===== src/rtl/zsx_pkg.sv =====
package zsx_pkg;
  // Opcode upper-byte patterns
  localparam logic [6:0] OPC_TEST_HI  = 7'h36;   // 011a 0110 without a
  localparam logic [7:0] OPC_XOR_HI   = 8'h0A;   // 0000 1010
  localparam int         BANK_BIT     = 8;       // Bit the checker reads as a; decode takes a from bit 12
  localparam logic [7:0] IDX_LIMIT    = 8'h5F;   // Indexed offset limit
  localparam logic [7:0] ACC_SPLIT    = 8'h80;   // Access bank low/high
  localparam logic [3:0] ACC_HI_BANK  = 4'hF;    // Bank of upper access half
  localparam logic [7:0] W_RESET      = 8'h00;
  localparam int         Q_PHASES     = 4;       // Quarters per cycle
  localparam logic [1:0] Q_LAST       = 2'h3;
  // Execution phase of the current instruction cycle
  typedef enum logic [1:0] {ZSX_EXEC, ZSX_FLUSH1, ZSX_FLUSH2} zsx_state_type;
endpackage


===== src/rtl/zsx_if.sv =====
`timescale 1ns/1ps
interface zsx_if;
  logic       qStart;
  logic [1:0] qPhase;
  modport src (output qStart, output qPhase);
  modport dst (input qStart, input qPhase);
endinterface


===== src/rtl/zsx_quarter_gen.sv =====
`timescale 1ns/1ps
module zsx_quarter_gen
  import zsx_pkg::*;
(
  input wire logic clock,
  input wire logic nrst,
  zsx_if.src       q
);
  logic [1:0] phase_ff;

  // Four-quarter sequencer; qStart pulses at Q4 of each cycle
  always_ff @(posedge clock or negedge nrst)
  begin
    if (!nrst)
      phase_ff <= 2'h0;
    else
      phase_ff <= phase_ff + 2'h1;
  end

  assign q.qPhase = phase_ff;
  assign q.qStart = (phase_ff == Q_LAST);
endmodule // zsx_quarter_gen


===== src/rtl/zsx_exec.sv =====
// Contract
// - Zero byte: discard prefetch, run no-op
// - Two-word follower flushed: three cycles total
// - Decode 011a0110; test leaves flags untouched
// - a clear: operand from access bank
// - a set: bank select register plus address
// - Extended, a clear, f<=5F: indexed offset
// - One word; one cycle, two on skip
// - XOR immediate into accumulator, write back
// - Decode 00001010; only N and Z change
`timescale 1ns/1ps
module zsx_exec
  import zsx_pkg::*;
(
  input  wire logic        clock,
  input  wire logic        nrst,
  input  wire logic        instrValid,
  input  wire logic [15:0] instrWord,
  input  wire logic        nextIsTwoWord,
  input  wire logic        extendedEnable,
  input  wire logic [3:0]  bankSelect,
  input  wire logic [11:0] indexBase,
  input  wire logic [7:0]  memReadData,
  output logic [11:0]      memAddr_ff,
  output logic             memRead_ff,
  output logic [7:0]       accumulator_ff,
  output logic             flagNeg_ff,
  output logic             flagZero_ff,
  output logic             discardFetch_ff,
  output logic             nopCycle_ff,
  output logic             busy_ff
);
  import zsx_pkg::*;

  // Timing model, one instruction cycle = four clocks (Q1..Q4):
  //  - qStart marks the last quarter; all architectural state moves
  //    on that edge only, so every output stands for a whole cycle.
  //  - A test instruction is decoded at one boundary and its operand
  //    byte is judged at the next, once the memory has answered.
  //  - A zero byte turns the following one or two cycles into no-op
  //    slots; the accumulator and flags are not written while they run, and only a test decoded at the first slot's opening edge reads in it.
  // Limitation: the two-word flag is only looked at during the first
  // flush slot, so the fetch side must present it by then.

  zsx_if qBus ();
  zsx_state_type state_ff;
  zsx_state_type nxt_state;
  logic       isTest;
  logic       isXor;
  logic       bankBit;
  logic [7:0] fileAddr;
  logic [11:0] nxt_addr;
  logic [7:0] xorResult;
  logic       skipNow;
  logic       testPending_ff;
  logic [11:0] bankedAddr;
  logic [11:0] indexedAddr;
  logic [11:0] accessAddr;
  logic        useIndexed;
  logic        execSlot;
  logic        nxt_flush;

  zsx_quarter_gen uQuarter (
    .clock (clock),
    .nrst  (nrst),
    .q     (qBus.src)
  );

  assign isTest   = instrValid && (instrWord[15:13] == OPC_TEST_HI[6:4])
                    && (instrWord[11:8] == OPC_TEST_HI[3:0]);
  assign isXor    = instrValid && (instrWord[15:8] == OPC_XOR_HI);
  assign bankBit  = instrWord[12];
  assign fileAddr = instrWord[7:0];
  assign xorResult = accumulator_ff ^ instrWord[7:0];

  assign bankedAddr  = {bankSelect, fileAddr};
  // indexed literal offset
  // The sum wraps within 12 bits; an address past the top continues from zero
  assign indexedAddr = indexBase + {4'h0, fileAddr};
  // access bank halves
  // Low half is bank 0, high half the top bank
  assign accessAddr  = (fileAddr < ACC_SPLIT) ? {4'h0, fileAddr}
                                              : {ACC_HI_BANK, fileAddr};
  // Indexed mode only replaces the access bank, never the banked form
  assign useIndexed  = extendedEnable && (fileAddr <= IDX_LIMIT);

  // Operand address formation; banked wins, then indexed, then access
  always_comb
  begin
    if (bankBit)
      nxt_addr = bankedAddr;
    else if (useIndexed)
      nxt_addr = indexedAddr;
    else
      nxt_addr = accessAddr;
  end

  // Only a normal cycle may decode; flush slots are dead time
  assign execSlot  = (state_ff == ZSX_EXEC);
  // Any state but EXEC next means the coming cycle is a no-op
  assign nxt_flush = (nxt_state != ZSX_EXEC);

  // Read request in Q1, data used at Q4 of the same cycle
  always_ff @(posedge clock or negedge nrst)
  begin
    if (!nrst)
    begin
      memAddr_ff     <= 12'h000;
      memRead_ff     <= 1'b0;
      testPending_ff <= 1'b0;
    end
    else if (qBus.qStart)
    begin
      memAddr_ff     <= nxt_addr;
      memRead_ff     <= isTest && execSlot;
      testPending_ff <= isTest && execSlot;
    end
  end

  assign skipNow = testPending_ff && (memReadData == 8'h00);

  // Cycle sequencing
  always_comb
  begin
    nxt_state = state_ff;
    unique case (state_ff)
      ZSX_EXEC:
        if (skipNow)
          nxt_state = ZSX_FLUSH1;
      ZSX_FLUSH1:
        nxt_state = nextIsTwoWord ? ZSX_FLUSH2 : ZSX_EXEC;
      ZSX_FLUSH2:
        nxt_state = ZSX_EXEC;
      default:
        nxt_state = ZSX_EXEC;
    endcase
  end

  // State moves at the cycle boundary only
  always_ff @(posedge clock or negedge nrst)
  begin
    if (!nrst)
      state_ff <= ZSX_EXEC;
    else if (qBus.qStart)
      state_ff <= nxt_state;
  end

  // Fetch discard marker, held for each flushed cycle
  // Kept as its own flop so the fetch side sees a clean level
  always_ff @(posedge clock or negedge nrst)
  begin
    if (!nrst)
      discardFetch_ff <= 1'b0;
    else if (qBus.qStart)
      discardFetch_ff <= nxt_flush;
  end

  // No-op marker for each slot run in place of a fetched word
  always_ff @(posedge clock or negedge nrst)
  begin
    if (!nrst)
      nopCycle_ff <= 1'b0;
    else if (qBus.qStart)
      nopCycle_ff <= nxt_flush;
  end

  // Busy marker; stalls the fetch side while slots are burnt
  always_ff @(posedge clock or negedge nrst)
  begin
    if (!nrst)
      busy_ff <= 1'b0;
    else if (qBus.qStart)
      busy_ff <= nxt_flush;
  end

  // Accumulator and flags written at Q4; no-op cycles write nothing
  always_ff @(posedge clock or negedge nrst)
  begin
    if (!nrst)
    begin
      accumulator_ff <= W_RESET;
      flagNeg_ff     <= 1'b0;
      flagZero_ff    <= 1'b0;
    end
    else if (qBus.qStart && isXor && execSlot)
    begin
      accumulator_ff <= xorResult;
      flagNeg_ff     <= xorResult[7];
      flagZero_ff    <= (xorResult == 8'h00);
    end
  end
endmodule // zsx_exec


===== config.mk =====
export PLATFORM = sky130hd
export DESIGN_NAME = zsx_exec
export DESIGN_NICKNAME = d
export VERILOG_FILES = /design/src/rtl/zsx_pkg.sv /design/src/rtl/zsx_if.sv /design/src/rtl/zsx_quarter_gen.sv /design/src/rtl/zsx_exec.sv
export SDC_FILE = /design/constraint.sdc
export NUM_CORES = 1
export LEC_CHECK = 0
export BUFFER_PORTS_ARGS = -buffer_cell sky130_fd_sc_hd__buf_2
export CAP_MARGIN = 15
export CORE_UTILIZATION = 52
export CTS_CLUSTER_SIZE = 30
export DETAILED_ROUTE_END_ITERATION = 8
export PLACE_DENSITY = 0.88
export SLEW_MARGIN = 20
export SYNTH_ARGS = -nofsm -noshare
export SYNTH_HDL_FRONTEND = slang
export SYNTH_SLANG_ARGS = --single-unit
export TNS_END_PERCENT = 30

===== constraint.sdc =====
create_clock -name clock -period 4 [get_ports clock]
set_input_delay 0.4 -clock clock [delete_from_list [all_inputs] [get_ports clock]]
set_output_delay 0.4 -clock clock [all_outputs]
set_load 0.02 [all_outputs]

==> Word-level counts from Yosys, hierarchy flattened <==
Cells that the tools add are included.
{ "word_totals": {"regBits": 28, "out_inout_bits": 26} }
{ "classes": {"add_sub_neg": 2, "magnitude_cmp": 2, "n_eq_ne": 5, "n_mux": 6, "n_bitwise": 1, "n_reduce_logical": 12} }
{ "op_table": {"columns": ["op", "n"], "rows": [
  ["12-bit 2-to-1 mux", 3],
  ["8-bit logical NOT", 2],
  ["12-bit by 8-bit adder with 12-bit output", 1],
  ["8-bit by 4-bit equality test with 1-bit output, second input constant", 1],
  ["8-bit by 7-bit less-or-equal comparator with 1-bit output, second input constant", 1],
  ["1-bit logical AND", 8],
  ["8-bit < comparator, second input constant", 1],
  ["8-bit XOR", 1],
  ["4-bit by 3-bit equality test with 1-bit output, second input constant", 1],
  ["2-bit 2-to-1 mux", 2],
  ["2-bit case mux with 2 select lines", 1],
  ["3-bit by 2-bit equality test with 1-bit output, second input constant", 1],
  ["2-bit by 1-bit adder with 2-bit output, second input constant", 1],
  ["2-bit by 1-bit equality test with 1-bit output, second input constant", 1],
  ["2-bit equality test, second input constant", 1],
  ["2-bit logical NOT", 1],
  ["2-bit nonzero test", 1]
]} }

==> Longest topological paths before layout <==
{ "depth": {"word_depth": 5, "mapped_depth": 8, "mapped_depth_nobuf": 8} }

==> Cells and area by module <==
From an unflattened synthesis, not the netlist that was laid out.
{ "hier_totals": {"cells_unflattened": 202, "hier_area_um2": 1808.0} }
{ "modules_own_cells": {"columns": ["mod", "n_inst", "cells_per_inst", "area_each_um2", "seq_area_each_um2"], "rows": [
  ["zsx_exec", 1, 198, 1741.7, 625.6],
  ["zsx_quarter_gen", 1, 4, 66.3, 50.0]
]} }

==> Worst setup path after synthesis <==
No wires, ideal clock.
{ "synth_timing": {"path_type": "input to register", "startpoint": "input instrWord[0]", "endpoint": "register memAddr_ff[6]", "setup_time_ns": 0.131, "arrival_time_ns": 1.788, "t_required_ns": 3.869, "slack_ns": 2.080, "path_stages": 8, "path_buffers": 0, "path_cell_list": "ha_1 inv_1 fa_1 nor2b_1 o31ai_2 a21oi_1 nor3_1 or3_1"} }
{ "synth_between": {"elab_chain_cells": 4, "elab_cells_between_ends": 5, "cone_classes": "add/sub (1); order compare (1); mux (2); reduce/logical (1)"} }
{ "synth_lines": {"columns": ["item", "line", "source"], "rows": [
  ["from (decl)", "zsx_exec.sv:18", "input wire logic [15:0] instrWord,"],
  ["branches (longest 2 deep; another with 12-bit by 8-bit adder with 12-bit output)", null, null],
  ["12-bit 2-to-1 mux *", "zsx_exec.sv:92", "else if (useIndexed)"],
  ["12-bit 2-to-1 mux *", "zsx_exec.sv:90", "if (bankBit)"],
  ["to (signal assigned)", "zsx_exec.sv:114", "memAddr_ff <= nxt_addr;"],
  ["to (decl)", "zsx_exec.sv:24", "output logic [11:0] memAddr_ff,"]
]} }
Mark *: on every way between the ends.
A chain may end at the register's enable or synchronous reset.

==> Final worst setup path <==
{ "layout_timing": {"startpoint": "register uQuarter.phase_ff[0] (netlist: uQuarter.q.qPhase[0])", "endpoint": "register accumulator_ff[6]"} }
{ "layout_between": {"elab_chain_cells": 3} }
{ "layout_lines": {"columns": ["item", "line", "source"], "rows": [
  ["from (decl)", "zsx_quarter_gen.sv:9", "logic [1:0] phase_ff;"],
  ["from (signal assigned)", "zsx_quarter_gen.sv:17", "phase_ff <= phase_ff + 2'h1;"],
  ["2-bit equality test", "zsx_quarter_gen.sv:21", "assign q.qStart = (phase_ff == Q_LAST);"],
  ["1-bit logical AND (2 in a row)", "zsx_exec.sv:185", "else if (qBus.qStart && isXor && execSlot)"],
  ["to (signal assigned)", "zsx_exec.sv:187", "accumulator_ff <= xorResult;"],
  ["to (decl)", "zsx_exec.sv:26", "output logic [7:0] accumulator_ff,"]
]} }
No other way between the ends.

==> impl_metrics.toml <==
[sta]
relSlewSlack_pct = 31.5
fin_hold_ws_ns = 0.0347
period_share_pct = 61.3
rsz0062_at_grt = "false"
finalMaxSlewViolations = 0
fin_crit_ns = 2.45
setup_viol = 0
timing.fmax_ghz = 0.408
fin_ws_ns = 1.55
worst_pin_slew_ns = 1.03
setup-tns-final_ns = 0
final_hold_viol_count = 0
skew_ns = 0.00666

[setup_path]
path_cells = "ha_1 > nand3_1 > nor4b_4 > nand2_1 > xnor2_1"
startpoint_type = "flop"
cp_num_buf_inv = 0
cpMaxStageDelayCell = "ha_1"
endpoint_kind = "flop"
cp_top_family = "simple AND/OR/NAND/NOR gates"
crit_type = "reg2reg"
crit_path_max_incr_delay_ns = 0.84
worstPathMaxFanout = 35
crit_arrival_ns = 2.70
required_ns = 4.24

[cts]
cts_tree = "done"
cts_setup_buffers = 0
numCtsBuffers = 3
cts.sinks = 27
cts_hold_buffers = 0
clk_latency_ns = 0.34
htree_levels = 1
clockBufferDepth = 2
cts_resized = 0
cts_root_buf = "clkbuf_4"
path_clk_slew_ns = 0.16

[status]
outcome = "completed"

[routing]
dr.pass1.iters = 4
drtIter0Drc = 68
route.detailed.drc = 0
drt-wirelength-per-cell_microns = 13.1
vias_per_cell = 5.30
drt_wl_total_microns = 4100
ant_nets = 0
vias = 1659

[floorplanning]
num_rows = 20
ios = 71
fp.dieW_microns = 60.8
start_util_pct = 56.6
core_sq_um = 3180
die_h_microns = 60.8
dieArea_sq_um = 3700

[global_routing]
grt_pass1_vias = 1539
track_usage_pct = 23.9
grt_max_degree = 36
overflow = 0
grt_pass1_wl_microns = 6530
antenna_found_initial = 0

[layout]
nNetsFinal = 325
antenna_cells = 0
multi_input_area_sq_um = 1030
drive_gt1_share_pct = 29.4
regArea_sq_um = 676
n_fill_cell = 280
area_growth_syn_to_layout_pct = 21.9

[synth]
synth_top_family_by_area = "simple AND/OR/NAND/NOR gates"
syn-cell-area_sq_um = 1800
yosys.area_share.simple_pct = 21.0
synth_ff_type = "dfrtp_1"
synth-adder-area-share_pct = 7.38
synth_compound_area_share_pct = 16.0
synth_xor_area_share_pct = 10.2
synth_warnings = 0
synth_nets = 258
synthTopCellsByArea = "dfrtp_1 38%, ha_1 6.3%, xor2_1 5.8%, a21oi_1 4.5%, o21ai_0 4.5%"
yosysSeqAreaShare_pct = 37.6
ys_types = 40
synth-edff-count = 0
muxShareOfSynthArea_pct = 2.85
synthCells = 203
synth_seq_cells = 27
synth_top_area_share_pct = 37.6
synth_top_area_cell = "dfrtp_1"
synth_area_per_cell_sq_um = 8.86
synth-async-reset-ratio_pct = 100

[place]
pre_cts_slack_ns = 1.54
io_buffers = 70
dp_hpwl_microns = 3310
gp_congestion = 0.783

[power]
leakagePower_nw = 1.11
peakVddDrop_mv = 0.111
p_per_area_nw_per_um2 = 261

[hold_path]
hp-class = "in2async"

[run]
max-cap-violations = 0
[logic make-up after synthesis]
group / after synthesis
AOI/OAI and AO/OA: 48
adders and majority gates: 10
and+or+nand+nor: 72
xor gates and xnor gates: 21
muxes: 5
buffers and inverters: 20
DFF: 27
[registers in the layout, summed over array words and instances, names as in the netlist]
name and cells:
memAddr_ff 12, accumulator_ff 8, state_ff 2, uQuarter.q.qPhase 2, flagZero_ff 1, nopCycle_ff 1
testPending_ff 1
[where the power goes]
part	switching, W	internal (W)
registers	0.00000712	0.000285
clock network	0.0000879	0.0000409
logic	0.0000896	0.0000623
total	0.000185	0.000388
[worst reg2reg max path, stage by stage (launching register included)]
cell and delay (ns):
dfrtp_1 0.39, ha_1 0.85, nand3_1 0.26, nor4b_4 0.54, nand2_1 0.17, xnor2_1 0.16
[cell usage in the layout (no fill, tap or decap), drive strengths merged, types with 2 or more instances in the layout]
master	n
clkbuf	3
a31oi	3
xor2	12
mux2i	4
nand2	18
nor2b	3
and3	2
o21a	3
xnor2	9
dfrtp	27
a21oi	16
o21ai	17
o211ai	4
nor4	4
nor3	6
nand2b	2
nand4	2
ha	9
nand3	9
inv	13
nor2	19
buf	70
[synthesized netlist by cell type (all sizes together), types with 3 or more instances]
cell    count
xnor2       9
ha          9
inv        12
nand2      18
o21a        3
xor2       12
nand3       9
nor2       19
o21ai      17
a21oi      16
o211ai      4
nor4        4
dfrtp      27
a31oi       3
mux2i       4
buf         4
nor2b       3
clkbuf      4
nor3        6
[per-layer routing]
metal	up-vias	track usage [%]	routed length, microns
li1	844	-	-
met4	0	7.79	54
met3	6	1.92	138
met1	763	30.8	1850
met5	-	0	0
met2	46	42.4	2050
[through the flow]
step,utilization [%],cells,total power (W),cell area [sq um]
2_1_floorplan,-,203,0.000386,1800
3_3_place_gp,68.0,309,0.000445,2160
3_5_place_dp,68.0,309,0.000448,2160
4_1_cts,68.9,313,0.000572,2190
5_1_grt,68.9,313,0.000602,2190
6_report,68.9,313,0.000573,2190
[cell type report]
class | count | area share (%)
clock inverters | 1 | 0.400
clock buffers | 3 | 1.03
multi-input cells | 156 | 47.2
repair buffers | 70 | 16.0
flip-flops and latches | 27 | 30.8
well taps | 44 | 2.51
inverters | 12 | 2.06
[path summary, 6_finish.rpt]
| path | startpoint | end | slack, ns | cells after the start |
|---|---|---|---|---|
| min | nrst | memAddr_ff[2]$_DFFE_PN0N_ | 0.03 | 1 |
| max in group asynchronous | nrst | accumulator_ff[7]$_DFFE_PN0P_ | 3.58 | 1 |
| min in group clock | indexBase[10] | memAddr_ff[10]$_DFFE_PN0N_ | 0.32 | 3 |
| min reg2reg | uQuarter.q.qPhase[0]$_DFF_PN0_ | uQuarter.q.qPhase[0]$_DFF_PN0_ | 0.46 | 1 |
| max | uQuarter.q.qPhase[0]$_DFF_PN0_ | accumulator_ff[6]$_DFFE_PN0P_ | 1.55 | 5 |
| max reg2reg | uQuarter.q.qPhase[0]$_DFF_PN0_ | accumulator_ff[6]$_DFFE_PN0P_ | 1.55 | 5 |
No activity file was read; power rests on OpenSTA's default activity.
